File: src/mig_defs.vh
`ifndef MIG_DEFS_VH
`define MIG_DEFS_VH

// register offsets
`define MIG_CFG1_ADR 8'h00
`define MIG_PINSEL_ADR 8'h01
`define MIG_DIV03_ADR 8'h02
`define MIG_DIV47_ADR 8'h03
`define MIG_CFG3_ADR 8'h05
`define MIG_DIRPOL_A_ADR 8'h08
`define MIG_DIRPOL_B_ADR 8'h09
`define MIG_DIRPOL_C_ADR 8'h0a
`define MIG_DIRPOL_D_ADR 8'h0b
`define MIG_MASK1_ADR 8'h18
`define MIG_MASK2_ADR 8'h19
`define MIG_MASK3_ADR 8'h1a
`define MIG_MASK4_ADR 8'h1b
`define MIG_PMASK_LO_ADR 8'h1c
`define MIG_PMASK_HI_ADR 8'h1d
`define MIG_STAT1_ADR 8'h20
`define MIG_STAT2_ADR 8'h21
`define MIG_STAT3_ADR 8'h22
`define MIG_STAT4_ADR 8'h23
`define MIG_PSTAT_LO_ADR 8'h24
`define MIG_PSTAT_HI_ADR 8'h25
`define MIG_FANVAL_BASE 8'h38
`define MIG_FANLIM_BASE 8'h60

// field positions
`define MIG_CFG1_MON 0
`define MIG_CFG1_INTEN 1
`define MIG_CFG1_INTCLR 2
`define MIG_CFG1_AFC 7
`define MIG_CFG3_PIN16 0
`define MIG_CFG3_CICLR 1
`define MIG_CFG3_P16DIR 6
`define MIG_CFG3_P16POL 7
`define MIG_ST4_TEMP 0
`define MIG_ST4_THERMAL_ALARM_PIN 3
`define MIG_ST4_AFC 4
`define MIG_ST4_CASE 6
`define MIG_ST4_PIN16 7

// reset values
`define MIG_DIV_RST 8'h55
`define MIG_REG_RST 8'h00

// timing counts
`define MIG_FAN_TIMEOUT 8'hff
`define MIG_FAN_LAST_BEFORE 8'hfe
`define MIG_LOCAL_REARM 2'h2

`endif

File: src/mig_core.v
// Contract
// - fan channels measured in order 0 to 7
// - abandon fan measurement when counter reaches 255
// - logic-mode fan slot times out after 255
// - channel bounded by 509 prescaled pulses
// - fan and analog cycles start together
// - case-open high latches status bit 6
// - case-open flag cleared by clear bit
// - case-open captured unpowered, interrupt on power
// - pin select bit chooses logic or fan
// - config three bit 0 selects pin sixteen
// - direction bit one means output
// - polarity bit one means active high
// - input status reflects asserted pin level
// - output status bit drives asserted level
// - mask bits hide pins; outputs auto-masked except pin 16
// - interrupt output active low, else released
// - out of limit: above high, at/below low
// - analog status rewritten each comparison
// - unmasked analog status sets analog latch
// - analog latch blocked for two local temps
// - fan start/stop gives one-off interrupt
// - thermal change gives one-off interrupt
// - output enabled when enable set, clear low
// - clear by status read, alert, clear bit (only a read of status register 1 clears here)
// - fan over limit sets fan status, latch
// - pin and case interrupts are not latched
`timescale 1ns/10ps
`include "mig_defs.vh"

module mig_core #(
    parameter ANA_CH = 16,
    parameter FAN_CH = 8,
    parameter NPIN = 17
) (
    input wire CORE_CLK,
    input wire SYS_RST,
    input wire CLK_EN,
    input wire [7:0] REG_ADDR,
    input wire [7:0] REG_WDATA,
    input wire REG_WR,
    input wire REG_RD,
    output reg [7:0] REG_RDATA,
    input wire ARA_HIT,
    input wire OSC_TICK,
    input wire ANA_VALID,
    input wire [3:0] ANA_CHAN,
    input wire [7:0] ANA_VALUE,
    input wire [7:0] ANA_HIGH_LIM,
    input wire [7:0] ANA_LOW_LIM,
    input wire LOCAL_TEMP_DONE,
    input wire THERMAL_ALARM_PIN_ACTIVE,
    input wire [2:0] THERMAL_ALARM_PIN_CHAN,
    input wire AUTO_FAN_EVENT,
    input wire CASE_OPEN_INPUT,
    input wire MAIN_PWR_GOOD,
    input wire [NPIN-1:0] PIN_IN,
    output reg [NPIN-1:0] PIN_OUT,
    output reg [NPIN-1:0] PIN_OE_N,
    output reg INT_OUT,
    output reg INT_OE_N,
    output reg MON_START
);

    reg [7:0] cfg1_q, pinsel_q, div03_q, div47_q, cfg3_q;
    reg [31:0] dirpol_q;
    reg [15:0] mask12_q, pmask_q;
    reg [7:0] mask3_q, mask4_q;
    reg [ANA_CH-1:0] ana_st_q;
    reg [FAN_CH-1:0] fan_st_q;
    reg [NPIN-1:0] pout_q, pin_d1_q;
    reg [7:0] fan_val [0:FAN_CH-1];
    reg [7:0] fan_lim [0:FAN_CH-1];
    reg thermal_alarm_pin_st_q, afc_st_q, case_q, thermal_alarm_pin_q;
    reg ana_lat_q, fan_lat_q, evt_lat_q, fan_blk_q;
    reg [1:0] rearm_q;
    reg [2:0] fch_q;
    reg fph_q, fedge_q, frun_q;
    reg [7:0] fcnt_q;
    reg [2:0] pre_q;
    wire wr = CLK_EN & REG_WR;
    wire rd = CLK_EN & REG_RD;
    integer i, j;

    // pin k: direction bit 2k, polarity bit 2k+1; pin 16 lives in cfg3
    function pin_dir;
        input [4:0] k;
        begin
            if (k == 5'd16)
                pin_dir = cfg3_q[`MIG_CFG3_P16DIR];
            else
                pin_dir = dirpol_q[{k[3:0], 1'b0}];
        end
    endfunction

    function pin_pol;
        input [4:0] k;
        begin
            if (k == 5'd16)
                pin_pol = cfg3_q[`MIG_CFG3_P16POL];
            else
                pin_pol = dirpol_q[{k[3:0], 1'b1}];
        end
    endfunction

    // a pin is logic unless it is a fan input or the thermal pin
    function pin_is_logic;
        input [4:0] k;
        begin
            if (k == 5'd16)
                pin_is_logic = cfg3_q[`MIG_CFG3_PIN16];
            else if (k >= 5'd8)
                pin_is_logic = pinsel_q[k[2:0]];
            else
                pin_is_logic = 1'b1;
        end
    endfunction

    // status seen for each pin: outputs show written value, inputs asserted level, fan and thermal pins 0
    reg [NPIN-1:0] pstat;
    reg [NPIN-1:0] pirq;
    always @*
    begin
        pstat = {NPIN{1'b0}};
        pirq = {NPIN{1'b0}};
        for (i = 0; i < NPIN; i = i + 1)
        begin
            if (pin_is_logic(i[4:0]))
            begin
                if (pin_dir(i[4:0]))
                    pstat[i] = pout_q[i];
                else
                    pstat[i] = (pin_d1_q[i] == pin_pol(i[4:0]));
            end
            if (i == 16)
                pirq[i] = pstat[i] & ~mask4_q[`MIG_ST4_PIN16];
            else
                pirq[i] = pstat[i] & ~pmask_q[i] & ~pin_dir(i[4:0]);
        end
    end

    // clearing actions
    wire rd_st1 = rd & (REG_ADDR == `MIG_STAT1_ADR);
    wire int_clr = rd_st1 | (CLK_EN & ARA_HIT) |
        cfg1_q[`MIG_CFG1_INTCLR];

    // analog comparison
    wire ana_out = (ANA_VALUE > ANA_HIGH_LIM) |
        (ANA_VALUE <= ANA_LOW_LIM);
    wire ana_any = |(ana_st_q & ~mask12_q[ANA_CH-1:0]) |
        (thermal_alarm_pin_st_q & ~mask4_q[`MIG_ST4_TEMP]);

    // thermal alarm state and change
    wire thermal_alarm_pin_now = THERMAL_ALARM_PIN_ACTIVE & ~cfg3_q[`MIG_CFG3_PIN16];
    wire thermal_alarm_pin_chg = CLK_EN & (thermal_alarm_pin_now != thermal_alarm_pin_q);
    wire afc_evt = CLK_EN & AUTO_FAN_EVENT & cfg1_q[`MIG_CFG1_AFC];

    // fan sequencer
    wire [1:0] dsel = fch_q[2] ? div47_q[{fch_q[1:0], 1'b0} +: 2] :
        div03_q[{fch_q[1:0], 1'b0} +: 2];
    wire fgpio = pinsel_q[fch_q];
    wire [2:0] pre_top = fgpio ? 3'h0 : ((3'h1 << dsel) - 3'h1);
    wire pre_hit = OSC_TICK & (pre_q == pre_top);
    wire tach_rise = PIN_IN[8 + fch_q] & ~pin_d1_q[8 + fch_q] & ~fgpio;
    wire f_timeout = frun_q & pre_hit &
        (fcnt_q == `MIG_FAN_LAST_BEFORE);
    wire f_done = frun_q & ((fph_q & tach_rise & fedge_q) | f_timeout);
    wire [7:0] f_res = f_timeout ? `MIG_FAN_TIMEOUT : fcnt_q;
    wire cyc_end = CLK_EN & f_done & (fch_q == 3'h7);
    wire mon_rise = wr & (REG_ADDR == `MIG_CFG1_ADR) &
        REG_WDATA[`MIG_CFG1_MON] & ~cfg1_q[`MIG_CFG1_MON];

    always @(posedge CORE_CLK)
    begin
        if (SYS_RST)
        begin
            frun_q <= 1'b0;
            fch_q <= 3'h0;
            fph_q <= 1'b0;
            fedge_q <= 1'b0;
            fcnt_q <= 8'h00;
            pre_q <= 3'h0;
            MON_START <= 1'b0;
        end
        else if (CLK_EN)
        begin
            MON_START <= mon_rise;
            if (mon_rise | (cyc_end & cfg1_q[`MIG_CFG1_MON]))
            begin
                frun_q <= 1'b1;
                fch_q <= 3'h0;
                fph_q <= 1'b0;
                fedge_q <= 1'b0;
                fcnt_q <= 8'h00;
                pre_q <= 3'h0;
            end
            else if (f_done)
            begin
                frun_q <= (fch_q != 3'h7);
                fch_q <= fch_q + 3'h1;
                fph_q <= 1'b0;
                fedge_q <= 1'b0;
                fcnt_q <= 8'h00;
                pre_q <= 3'h0;
            end
            else if (frun_q)
            begin
                if (tach_rise)
                begin
                    fedge_q <= ~fedge_q;
                    if (fedge_q)
                    begin
                        fph_q <= 1'b1;
                        fcnt_q <= 8'h00;
                    end
                end
                if (OSC_TICK)
                    pre_q <= pre_hit ? 3'h0 : pre_q + 3'h1;
                if (pre_hit & ~(tach_rise & fedge_q))
                    fcnt_q <= fcnt_q + 8'h01;
            end
        end
    end

    // fan results, memory without reset
    always @(posedge CORE_CLK)
    begin
        if (CLK_EN)
        begin
            if (f_done)
                fan_val[fch_q] <= f_res;
            if (wr & (REG_ADDR[7:3] == `MIG_FANLIM_BASE >> 3))
                fan_lim[REG_ADDR[2:0]] <= REG_WDATA;
        end
    end

    wire fan_over = f_res > fan_lim[fch_q];

    always @(posedge CORE_CLK)
    begin
        if (SYS_RST)
        begin
            cfg1_q <= `MIG_REG_RST;
            pinsel_q <= `MIG_REG_RST;
            div03_q <= `MIG_DIV_RST;
            div47_q <= `MIG_DIV_RST;
            cfg3_q <= `MIG_REG_RST;
            dirpol_q <= 32'h0000_0000;
            mask12_q <= 16'h0000;
            mask3_q <= `MIG_REG_RST;
            mask4_q <= `MIG_REG_RST;
            pmask_q <= 16'h0000;
            pout_q <= {NPIN{1'b0}};
            pin_d1_q <= {NPIN{1'b0}};
            ana_st_q <= {ANA_CH{1'b0}};
            fan_st_q <= {FAN_CH{1'b0}};
            thermal_alarm_pin_st_q <= 1'b0;
            afc_st_q <= 1'b0;
            case_q <= 1'b0;
            thermal_alarm_pin_q <= 1'b0;
            ana_lat_q <= 1'b0;
            fan_lat_q <= 1'b0;
            evt_lat_q <= 1'b0;
            fan_blk_q <= 1'b0;
            rearm_q <= 2'h0;
            REG_RDATA <= 8'h00;
            PIN_OUT <= {NPIN{1'b0}};
            PIN_OE_N <= {NPIN{1'b1}};
            INT_OUT <= 1'b0;
            INT_OE_N <= 1'b1;
        end
        else if (CLK_EN)
        begin
            pin_d1_q <= PIN_IN;
            thermal_alarm_pin_q <= thermal_alarm_pin_now;
            if (wr)
            begin
                case (REG_ADDR)
                    `MIG_CFG1_ADR: cfg1_q <= REG_WDATA;
                    `MIG_PINSEL_ADR: pinsel_q <= REG_WDATA;
                    `MIG_DIV03_ADR: div03_q <= REG_WDATA;
                    `MIG_DIV47_ADR: div47_q <= REG_WDATA;
                    `MIG_CFG3_ADR: cfg3_q <= REG_WDATA;
                    `MIG_DIRPOL_A_ADR: dirpol_q[7:0] <= REG_WDATA;
                    `MIG_DIRPOL_B_ADR: dirpol_q[15:8] <= REG_WDATA;
                    `MIG_DIRPOL_C_ADR: dirpol_q[23:16] <= REG_WDATA;
                    `MIG_DIRPOL_D_ADR: dirpol_q[31:24] <= REG_WDATA;
                    `MIG_MASK1_ADR: mask12_q[7:0] <= REG_WDATA;
                    `MIG_MASK2_ADR: mask12_q[15:8] <= REG_WDATA;
                    `MIG_MASK3_ADR: mask3_q <= REG_WDATA;
                    `MIG_MASK4_ADR: mask4_q <= REG_WDATA;
                    `MIG_PMASK_LO_ADR: pmask_q[7:0] <= REG_WDATA;
                    `MIG_PMASK_HI_ADR: pmask_q[15:8] <= REG_WDATA;
                    `MIG_PSTAT_LO_ADR: pout_q[7:0] <= REG_WDATA;
                    `MIG_PSTAT_HI_ADR: pout_q[15:8] <= REG_WDATA;
                    `MIG_STAT4_ADR:
                        pout_q[16] <= REG_WDATA[`MIG_ST4_PIN16];
                    default: ;
                endcase
            end
            // analog status follows each comparison
            if (ANA_VALID)
                ana_st_q[ANA_CHAN] <= ana_out;
            if (THERMAL_ALARM_PIN_CHAN[2] & thermal_alarm_pin_chg)
                thermal_alarm_pin_st_q <= 1'b1;
            else if (ANA_VALID & (ANA_CHAN == 4'h2))
                thermal_alarm_pin_st_q <= ana_out;
            if (thermal_alarm_pin_chg)
            begin
                if (THERMAL_ALARM_PIN_CHAN[0])
                    ana_st_q[0] <= 1'b1;
                if (THERMAL_ALARM_PIN_CHAN[1])
                    ana_st_q[1] <= 1'b1;
            end
            // one-off event bit cleared at a fan cycle start or end
            if (afc_evt)
                afc_st_q <= 1'b1;
            else if (mon_rise | cyc_end)
                afc_st_q <= 1'b0;
            // case-open set wins over a held clear
            if (CASE_OPEN_INPUT)
                case_q <= 1'b1;
            else if (cfg3_q[`MIG_CFG3_CICLR])
                case_q <= 1'b0;
            if (f_done)
                fan_st_q[fch_q] <= fan_over;
            // analog latch with two-local-measurement blocking
            if (int_clr)
                rearm_q <= `MIG_LOCAL_REARM;
            else if (LOCAL_TEMP_DONE & (rearm_q != 2'h0))
                rearm_q <= rearm_q - 2'h1;
            if (ana_any & (rearm_q == 2'h0) & ~int_clr)
                ana_lat_q <= 1'b1;
            else if (int_clr)
                ana_lat_q <= 1'b0;
            // fan latch blocked until end of the monitoring cycle in progress (next cyc_end)
            if (int_clr)
                fan_blk_q <= 1'b1;
            else if (cyc_end)
                fan_blk_q <= 1'b0;
            if (|(fan_st_q & ~mask3_q) & ~fan_blk_q & ~int_clr)
                fan_lat_q <= 1'b1;
            else if (int_clr)
                fan_lat_q <= 1'b0;
            // one-off events: an edge sets, clearing drops it for good
            if ((thermal_alarm_pin_chg & ~mask4_q[`MIG_ST4_THERMAL_ALARM_PIN]) |
                (afc_evt & ~mask4_q[`MIG_ST4_AFC]))
                evt_lat_q <= 1'b1;
            else if (int_clr)
                evt_lat_q <= 1'b0;
            if (rd)
                REG_RDATA <= rd_mux(REG_ADDR);
            // open-drain pins: pull low when the wanted level is low
            for (j = 0; j < NPIN; j = j + 1)
            begin
                PIN_OUT[j] <= 1'b0;
                if (j == 16 & ~cfg3_q[`MIG_CFG3_PIN16])
                    PIN_OE_N[j] <= ~thermal_alarm_pin_now;
                else
                    PIN_OE_N[j] <= ~(pin_is_logic(j[4:0]) &
                        pin_dir(j[4:0]) &
                        (pout_q[j] != pin_pol(j[4:0])));
            end
            INT_OUT <= 1'b0;
            INT_OE_N <= ~(cfg1_q[`MIG_CFG1_INTEN] &
                ~cfg1_q[`MIG_CFG1_INTCLR] &
                (ana_lat_q | fan_lat_q | evt_lat_q | (|pirq) |
                (case_q & MAIN_PWR_GOOD &
                ~mask4_q[`MIG_ST4_CASE])));
        end
    end

    // status register four image
    wire [7:0] st4 = {pstat[16], case_q, 1'b0, afc_st_q,
        (thermal_alarm_pin_q ^ thermal_alarm_pin_now) | (evt_lat_q & thermal_alarm_pin_q), 2'b00, thermal_alarm_pin_st_q};

    function [7:0] rd_mux;
        input [7:0] a;
        begin
            case (a)
                `MIG_CFG1_ADR: rd_mux = cfg1_q;
                `MIG_PINSEL_ADR: rd_mux = pinsel_q;
                `MIG_DIV03_ADR: rd_mux = div03_q;
                `MIG_DIV47_ADR: rd_mux = div47_q;
                `MIG_CFG3_ADR: rd_mux = cfg3_q;
                `MIG_DIRPOL_A_ADR: rd_mux = dirpol_q[7:0];
                `MIG_DIRPOL_B_ADR: rd_mux = dirpol_q[15:8];
                `MIG_DIRPOL_C_ADR: rd_mux = dirpol_q[23:16];
                `MIG_DIRPOL_D_ADR: rd_mux = dirpol_q[31:24];
                `MIG_MASK1_ADR: rd_mux = mask12_q[7:0];
                `MIG_MASK2_ADR: rd_mux = mask12_q[15:8];
                `MIG_MASK3_ADR: rd_mux = mask3_q;
                `MIG_MASK4_ADR: rd_mux = mask4_q;
                `MIG_PMASK_LO_ADR: rd_mux = pmask_q[7:0];
                `MIG_PMASK_HI_ADR: rd_mux = pmask_q[15:8];
                `MIG_STAT1_ADR: rd_mux = ana_st_q[7:0];
                `MIG_STAT2_ADR: rd_mux = ana_st_q[15:8];
                `MIG_STAT3_ADR: rd_mux = fan_st_q;
                `MIG_STAT4_ADR: rd_mux = st4;
                `MIG_PSTAT_LO_ADR: rd_mux = pstat[7:0];
                `MIG_PSTAT_HI_ADR: rd_mux = pstat[15:8];
                default:
                begin
                    if (a[7:3] == `MIG_FANVAL_BASE >> 3)
                        rd_mux = fan_val[a[2:0]];
                    else if (a[7:3] == `MIG_FANLIM_BASE >> 3)
                        rd_mux = fan_lim[a[2:0]];
                    else
                        rd_mux = 8'h00;
                end
            endcase
        end
    endfunction

endmodule // mig_core

File: config.mk
export PLATFORM = sky130hd
export DESIGN_NAME = mig_core
export DESIGN_NICKNAME = d
export VERILOG_FILES = /design/src/mig_core.v
export VERILOG_INCLUDE_DIRS = /design/src
export SDC_FILE = /design/constraint.sdc
export NUM_CORES = 1
export LEC_CHECK = 0
export BUFFER_PORTS_ARGS = -buffer_cell sky130_fd_sc_hd__clkbuf_2
export CORE_MARGIN = 4
export CORE_UTILIZATION = 40
export CTS_CLUSTER_DIAMETER = 40
export DETAILED_ROUTE_END_ITERATION = 8
export GPL_TIMING_DRIVEN = 0
export SLEW_MARGIN = 20
export SYNTH_ARGS = -nofsm -noshare
export SYNTH_HDL_FRONTEND = slang
export SYNTH_SLANG_ARGS = --single-unit
File: constraint.sdc
create_clock -name CORE_CLK -period 11.3 [get_ports CORE_CLK]
set_input_delay 1.695 -clock CORE_CLK [delete_from_list [all_inputs] [get_ports CORE_CLK]]
set_output_delay 1.695 -clock CORE_CLK [all_outputs]
set_load 0.05 [all_outputs]
==> impl_metrics.ini, run 1 <==
[run_status]
status = finished clean

[detailed_routing]
vias = 15500
routedWlPerCell_um = 27.2
drc_errors = 0
first_iter_violations = 1754
dr.pass1.iters = 6
wl_mm = 70.1
vias_per_cell = 5.99
ant_nets = 0

[synth]
synth_edf_count = 128
async_flop_share_pct = 0
ys_ff_latch = 363
seq_area_frac_synth_pct = 48.8
syn_area_um2 = 17500
yosysWarnings = 0
syn_avg_cell_area_um2 = 9.94
synth-main-ff-cell = dfxtp_1
synth.distinct_cells = 81
synth_cells = 1762

[sta]
setup_viol = 0
finalCritPeriodShare_pct = 44.4
setup-tns-final_ns = 0
grt_setup_unrepaired = false
finalClockSkew_ns = 0.0342
timing.fmax_mhz = 199
slew_headroom_pct = 23.2
hold_ws_ns = 0.464
max_slew.worst_pin.slew_ns = 1.15
slew_viol_final = 0
finalHoldViolations = 0
layout_min_cycle_time_ns = 5.02
fin_ws_ns = 6.28

[clocking]
clockBufferDepth = 3
htree_levels = 2
cts_resized = 0
cts_buffers = 60
cts_tree = done
postCtsHoldBufs = 0
cts_setup_buffers = 0
clockRootBuffer = clkbuf_16
clkTransAtPathRegs_ns = 0.05
clock_latency_ns = 0.63
cts_num_sinks = 363

[floorplanning]
core_um2 = 43200
die_h_um = 217
die_w_um = 217
start_util_pct = 40.6
rows = 76
die-area_um2 = 47200
io_pins = 122

[grt]
grt_pass1_vias = 14900
grt_max_degree = 17
grt_remaining_overflow = 0
grt_antenna_before_repair = 1
grt_usage_pct = 29.1
grt_pass1_wl_mm = 102

[worst_setup_path]
start_kind = input port
critPathCaptureType = register
reg2reg_slack_ns = 6.90
required_ns = 11.77
critical_path_class = input port to register
crit_arrival_ns = 5.48
crit_fanout = 9

[pwr]
power_density_nw_per_um2 = 165
leakagePower_nw = 7.56
switching_share_pct = 26.1
power_frac_seq_pct = 39.6
internal_power_mw = 2.56
p_total_mw = 3.46
combPwrFrac_pct = 6.5
ir_drop_uv = 119
p_switching_mw = 0.902
clkPwrFrac_pct = 53.9

[worst_hold_path]
hp-class = register to register

[placement]
dpl_cell_area_um2 = 18900
post-place-ws_ns = 5.71
gp_congestion = 0.998
dp.cells = 2468
numPortBuffers = 102
dp_hpwl_mm = 52.7

[final_layout]
fin_area_um2 = 20900
post-route-util_pct = 48.5
stdcell_count = 2582
syn_to_final_growth_pct = 19.5
nets = 2052
drive_above_1_share_pct = 16.5

[run]
drv_cap = 0
==> logic make-up (layout without fill, tap and decap cells) <==
family | Yosys count | count (layout) | synth area share (%)
XOR/XNOR | 36 | 36 | 1.80
buffers and inverters | 184 | 401 | 4.51
adder cells (fa/ha/maj) | 30 | 30 | 2.14
AND/OR/NAND/NOR | 638 | 638 | 16.8
AO/OA/AOI/OAI | 375 | 375 | 14.4
other | 1 | 19 | 0.0214
multiplexers | 135 | 135 | 11.5
flip-flops | 363 | 363 | 48.8
==> cell type report <==
class                      instances  area [µm²]
fill                            4109       22200
sequential                       363        8550
multi-input combinational       1232        8290
clock buffer                      67        1550
tap                              585         732
buffer                           118         543
timing repair buffer             104         523
clock inverter                    46         504
inverter                          66         248
antenna                            1        2.50
==> path summary, 6_finish.rpt <==
kind | startpoint | end | cells past startpoint
max | REG_ADDR[2] | fcnt_q[1]$_SDFFE_PP0P_ | 11
min reg2reg | cfg3_q[3]$_SDFFE_PP0P_ | cfg3_q[3]$_SDFFE_PP0P_ | 2
max reg2reg | fch_q[0]$_SDFFE_PP0N_ | fan_st_q[4]$_SDFFE_PP0P_ | 17
min | cfg3_q[3]$_SDFFE_PP0P_ | cfg3_q[3]$_SDFFE_PP0P_ | 2
==> cells in the mapped netlist, drive strengths merged, types with 4 or more instances <==
library cell / n / share of area, %
nand2: 251 / 5.4
dfxtp: 235 / 27
a21oi: 138 / 4.0
nor2: 138 / 3.0
edfxtp: 128 / 22
mux2i: 79 / 4.5
nand3: 76 / 2.2
clkbuf: 72 / 1.5
inv: 66 / 1.4
mux4: 53 / 6.8
nor3: 52 / 1.5
buf: 46 / 1.6
a22oi: 45 / 1.9
o21ai: 40 / 1.1
xor2: 35 / 1.7
ha: 30 / 2.1
nand2b: 26 / 0.93
o22ai: 20 / 0.71
a211oi: 18 / 0.80
a221oi: 16 / 0.87
nand4: 16 / 0.57
nor4: 15 / 0.54
a31oi: 13 / 0.46
nand3b: 13 / 0.56
a22o: 10 / 0.50
a211o: 9 / 0.45
and3: 9 / 0.32
nor4b: 9 / 0.45
o211ai: 8 / 0.37
and2: 7 / 0.26
o21a: 7 / 0.30
nor2b: 6 / 0.21
nor3b: 6 / 0.26
o221ai: 6 / 0.30
o2111ai: 5 / 0.36
or2: 5 / 0.18
a21o: 4 / 0.17
a222oi: 4 / 0.23
a311oi: 4 / 0.20
==> critical path: stages <==
cell and delay, ns:
buf_2 0.15, nor3_1 0.85, and3_1 0.29, buf_4 0.21, nand2_2 0.19, nor3b_1 0.77
or2_2 0.23, buf_2 0.17, o22ai_1 0.13, a21oi_1 0.59, o32ai_1 0.20
==> flip-flops by register name, indices dropped and copies added, names as in the netlist, 8 cells and up, named ones only <==
register   cells
pin_d1_q      17
div03_q        8
fan_st_q       8
mask3_q        8
pout_q        17
cfg3_q         8
fan_lim       64
pmask_q       16
mask4_q        8
PIN_OE_N      17
cfg1_q         8
ana_st_q      16
fan_val       64
pinsel_q       8
REG_RDATA      8
dirpol_q      32
div47_q        8
fcnt_q         8
mask12_q      16
==> cell usage in the layout (no fill, tap or decap), types with 10 or more instances in the layout <==
master and instances:
a211oi_1 17, a21oi_1 136, a221oi_1 14, a22o_1 10, a22oi_1 45, a31oi_1 13, buf_1 16, buf_4 21
clkbuf_1 75, clkbuf_16 60, clkbuf_2 104, conb_1 18, dfxtp_1 235, edfxtp_1 128, ha_1 30, inv_1 66
inv_6 20, mux2i_1 79, mux4_2 53, nand2_1 250, nand2b_1 26, nand3_1 76, nand3b_1 13, nand4_1 16
nor2_1 138, nor3_1 48, nor4_1 12, o21ai_0 39, o22ai_1 20, xor2_1 35
==> power groups by stage <==
stage / combinational (mW) / sequential (mW) / clock, mW
6_report: 0.223 / 1.37 / 1.86
5_1_grt: 0.235 / 1.37 / 1.94
4_1_cts: 0.219 / 1.37 / 1.88
3_5_place_dp: 0.218 / 1.40 / 0
3_3_place_gp: 0.216 / 1.40 / 0
2_1_floorplan: 0.118 / 1.40 / 0
==> metal layers <==
metal | track usage, % | part of all wire [%] | vias up
met4 | 12.3 | 4.6 | 0
li1 | - | - | 6833
met3 | 4.71 | 8.6 | 168
met5 | 0 | 0 | -
met1 | 40.4 | 42 | 7617
met2 | 45.3 | 45 | 843
(Power assumes the default switching activity.)
==> run 2, diff against run 1 <==
--- a/config.mk
+++ b/config.mk
@@ -6,6 +6,7 @@
 export SDC_FILE = /design/constraint.sdc
 export NUM_CORES = 1
 export LEC_CHECK = 0
+export ABC_AREA = 1
 export BUFFER_PORTS_ARGS = -buffer_cell sky130_fd_sc_hd__clkbuf_2
 export CORE_MARGIN = 4
 export CORE_UTILIZATION = 40
==> constraint.sdc (replaced) <==
create_clock -name CORE_CLK -period 5 [get_ports CORE_CLK]
set_input_delay 0.75 -clock CORE_CLK [delete_from_list [all_inputs] [get_ports CORE_CLK]]
set_output_delay 0.75 -clock CORE_CLK [all_outputs]
set_load 0.05 [all_outputs]
==> run 2 against run 1 <==
First-iteration DRC count is 16% higher. Area after synthesis is 0.31% lower. Sequential power is 130% higher. Die area is 0.30% lower. Largest power group unchanged.
==> impl_metrics.ini, run 2 <==
[synth]
yosysTopAreaCellShare_pct = 26.9
ys_ff_latch = 363
yosysMostFrequentCell = nand2_1
synth_edf_count = 128
syn_area_um2 = 17500
synth.distinct_cells = 50
synth-main-ff-cell = dfxtp_1
synth.area.top_cells = dfxtp_1, edfxtp_1, nand2_1
yosysTopAreaCell = dfxtp_1
yosysWarnings = 0
async_flop_share_pct = 0
synthTopCellsByCount = nand2_1, inv_1, dfxtp_1
syn_avg_cell_area_um2 = 8.14
seq_area_frac_synth_pct = 48.9
synth_cells = 2146

[grt]
grt_remaining_overflow = 0
grt_usage_pct = 28.5
grt_pass1_wl_mm = 101
grt_max_degree = 14
grt_pass1_vias = 16200
grt_antenna_before_repair = 1

[worst_setup_path]
critPathCaptureType = register
crit_fanout = 10
worstReg2RegEnd = fan_st_q[4]$_SDFFE_PP0P_
start_kind = register
critical_path_class = register to register
cp_num_buf_inv = 5
r2r_cells = 16
cp_slowest_stage_delay_ns = 0.80
crit_arrival_ns = 4.26
crit_path_top_delay_cell = nor2_1
path_common_cell = inv_2
reg2reg_from = fch_q[0]$_SDFFE_PP0N_
cp-endpoint = fan_st_q[4]$_SDFFE_PP0P_
reg2reg_slack_ns = 1.21
crit_path_start = fch_q[0]$_SDFFE_PP0N_
cpLargestDelayFamily = simple AND/OR/NAND/NOR gates
cp_cell_sequence = inv_2, buf_6, nand3_1, inv_2, nand2_1, nand4_1, nor3_1, nand4_1, nand2_4, nand2_2, nor2_2, inv_2, nor2_1, inv_1, o21ai_0, a21oi_1
required_ns = 5.47
cp_num_cells = 16

[clocking]
cts_tree = done
cts_num_sinks = 363
cts_resized = 0
postCtsHoldBufs = 0
htree_levels = 3
clockRootBuffer = clkbuf_16
cts_setup_buffers = 0
clkTransAtPathRegs_ns = 0.05
cts_buffers = 66
clockBufferDepth = 3
clock_latency_ns = 0.58

[floorplanning]
start_util_pct = 40.5
die_h_um = 217
die-area_um2 = 47100
die_w_um = 217
rows = 76
io_pins = 122
core_um2 = 43100

[final_layout]
final_cell_mix = nand2_1, inv_1, dfxtp_1
nets = 2447
regArea_um2 = 8550
fill_cells = 4199
n_antenna_cell = 0
drive_above_1_share_pct = 12.1
fin_area_um2 = 21200
stdcell_count = 2979
layout_commonest_cell = nand2_1
syn_to_final_growth_pct = 21.5
multi_input_area_um2 = 7420

[run_status]
status = finished clean

[sta]
setup_viol = 0
slew_headroom_pct = 24.5
finalHoldViolations = 0
setup-tns-final_ns = 0
layout_min_cycle_time_ns = 3.79
slew_viol_final = 0
finalClockSkew_ns = 0.0155
max_slew.worst_pin.slew_ns = 1.12
finalCritPeriodShare_pct = 75.8
grt_setup_unrepaired = false
timing.fmax_mhz = 264
fin_ws_ns = 1.21

[pwr]
ir_drop_uv = 302
power_density_nw_per_um2 = 393
leakagePower_nw = 8.21

[placement]
numPortBuffers = 103
gp_congestion = 0.977
post-place-ws_ns = 1.05
dp_hpwl_mm = 51.3
dpl_cell_area_um2 = 18900
dp.cells = 2857

[detailed_routing]
drc_errors = 0
routedWlPerCell_um = 23.2
wl_mm = 69.1
dr.pass1.iters = 6
vias = 16900
vias_per_cell = 5.68
first_iter_violations = 2034
ant_nets = 0

[worst_hold_path]
hp-class = input port to register

[run]
drv_cap = 0
run 2: cell types whose count changed after synthesis, moves of 29 or more:
cell	delta
inv_1	+197
o21ai_0	+195
a21oi_1	+92
mux2i_1	-77
nand2_1	+67
mux4_2	-53
nor3_1	-36
nor2_1	+31
nand3_1	+29
run 2: per-layer routing:
metal	vias up	global-route usage (%)	wire length [µm]	part of all wire (%)
met2	792	48.2	32700	47
met1	8138	36.5	28000	41
li1	7808	-	-	-
met4	0	11.6	3330	4.8
met5	-	0	0	0
met3	185	4.54	5020	7.3
run 2: worst register-to-register path: cells and delay by family, from the launching register on:
family,cells,cell delay (ns)
simple gates,9,2.29
buf+inv,5,0.66
flops,1,0.49
compound gates,2,0.25
run 2: logic make-up (layout without fill, tap and decap cells):
| kind of cell | count (synthesis) | after routing | share of synthesized area [%] |
|---|---|---|---|
| other | 1 | 18 | 0.0215 |
| flip-flops | 363 | 363 | 48.9 |
| XOR/XNOR | 28 | 28 | 1.40 |
| buffers and inverters | 399 | 630 | 9.17 |
| adder cells (fa/ha/maj) | 30 | 30 | 2.15 |
| AND/OR/NAND/NOR | 662 | 662 | 16.3 |
| AO/OA/AOI/OAI | 661 | 661 | 21.9 |
| multiplexers | 2 | 2 | 0.115 |
run 2: metrics by stage:
stage / utilization [%] / hold WS (ns) / power, mW
global route: 49.3 / 0.424 / 8.55
global placement: 43.6 / 0.437 / 3.64
finish: 49.3 / 0.396 / 8.33
detailed placement: 43.8 / 0.442 / 3.65
floorplan: - / 0.425 / 3.44
CTS: 49.2 / 0.379 / 8.36
run 2: how the worst min path moves through the flow:
stage	start	end	cells after the start
3_3_place_gp	fph_q$_SDFFE_PP0P_	fph_q$_SDFFE_PP0P_	2
4_1_cts	PIN_IN[1]	pin_d1_q[1]$_SDFFE_PP0P_	3
2_1_floorplan	cfg3_q[2]$_SDFFE_PP0P_	cfg3_q[2]$_SDFFE_PP0P_	2
5_1_grt	PIN_IN[10]	pin_d1_q[10]$_SDFFE_PP0P_	3
6_report	PIN_IN[1]	pin_d1_q[1]$_SDFFE_PP0P_	3
3_5_place_dp	fph_q$_SDFFE_PP0P_	fph_q$_SDFFE_PP0P_	2
run 2: cell type report:
type | instances | area share (%)
plain buffers | 119 | 2.59
clock buffers | 83 | 8.88
clock inverters | 39 | 2.23
inverters | 280 | 4.95
multi-input cells | 1401 | 35.0
flip-flops and latches | 363 | 40.3
well taps | 585 | 3.45
repair buffers | 109 | 2.62
run 2: power breakdown:
group	internal (mW)	total (mW)	switching (mW)	leakage, nW
sequential	3.08	3.10	0.0238	3.02
combinational	0.126	0.500	0.374	4.06
clock	3.08	4.73	1.65	1.13
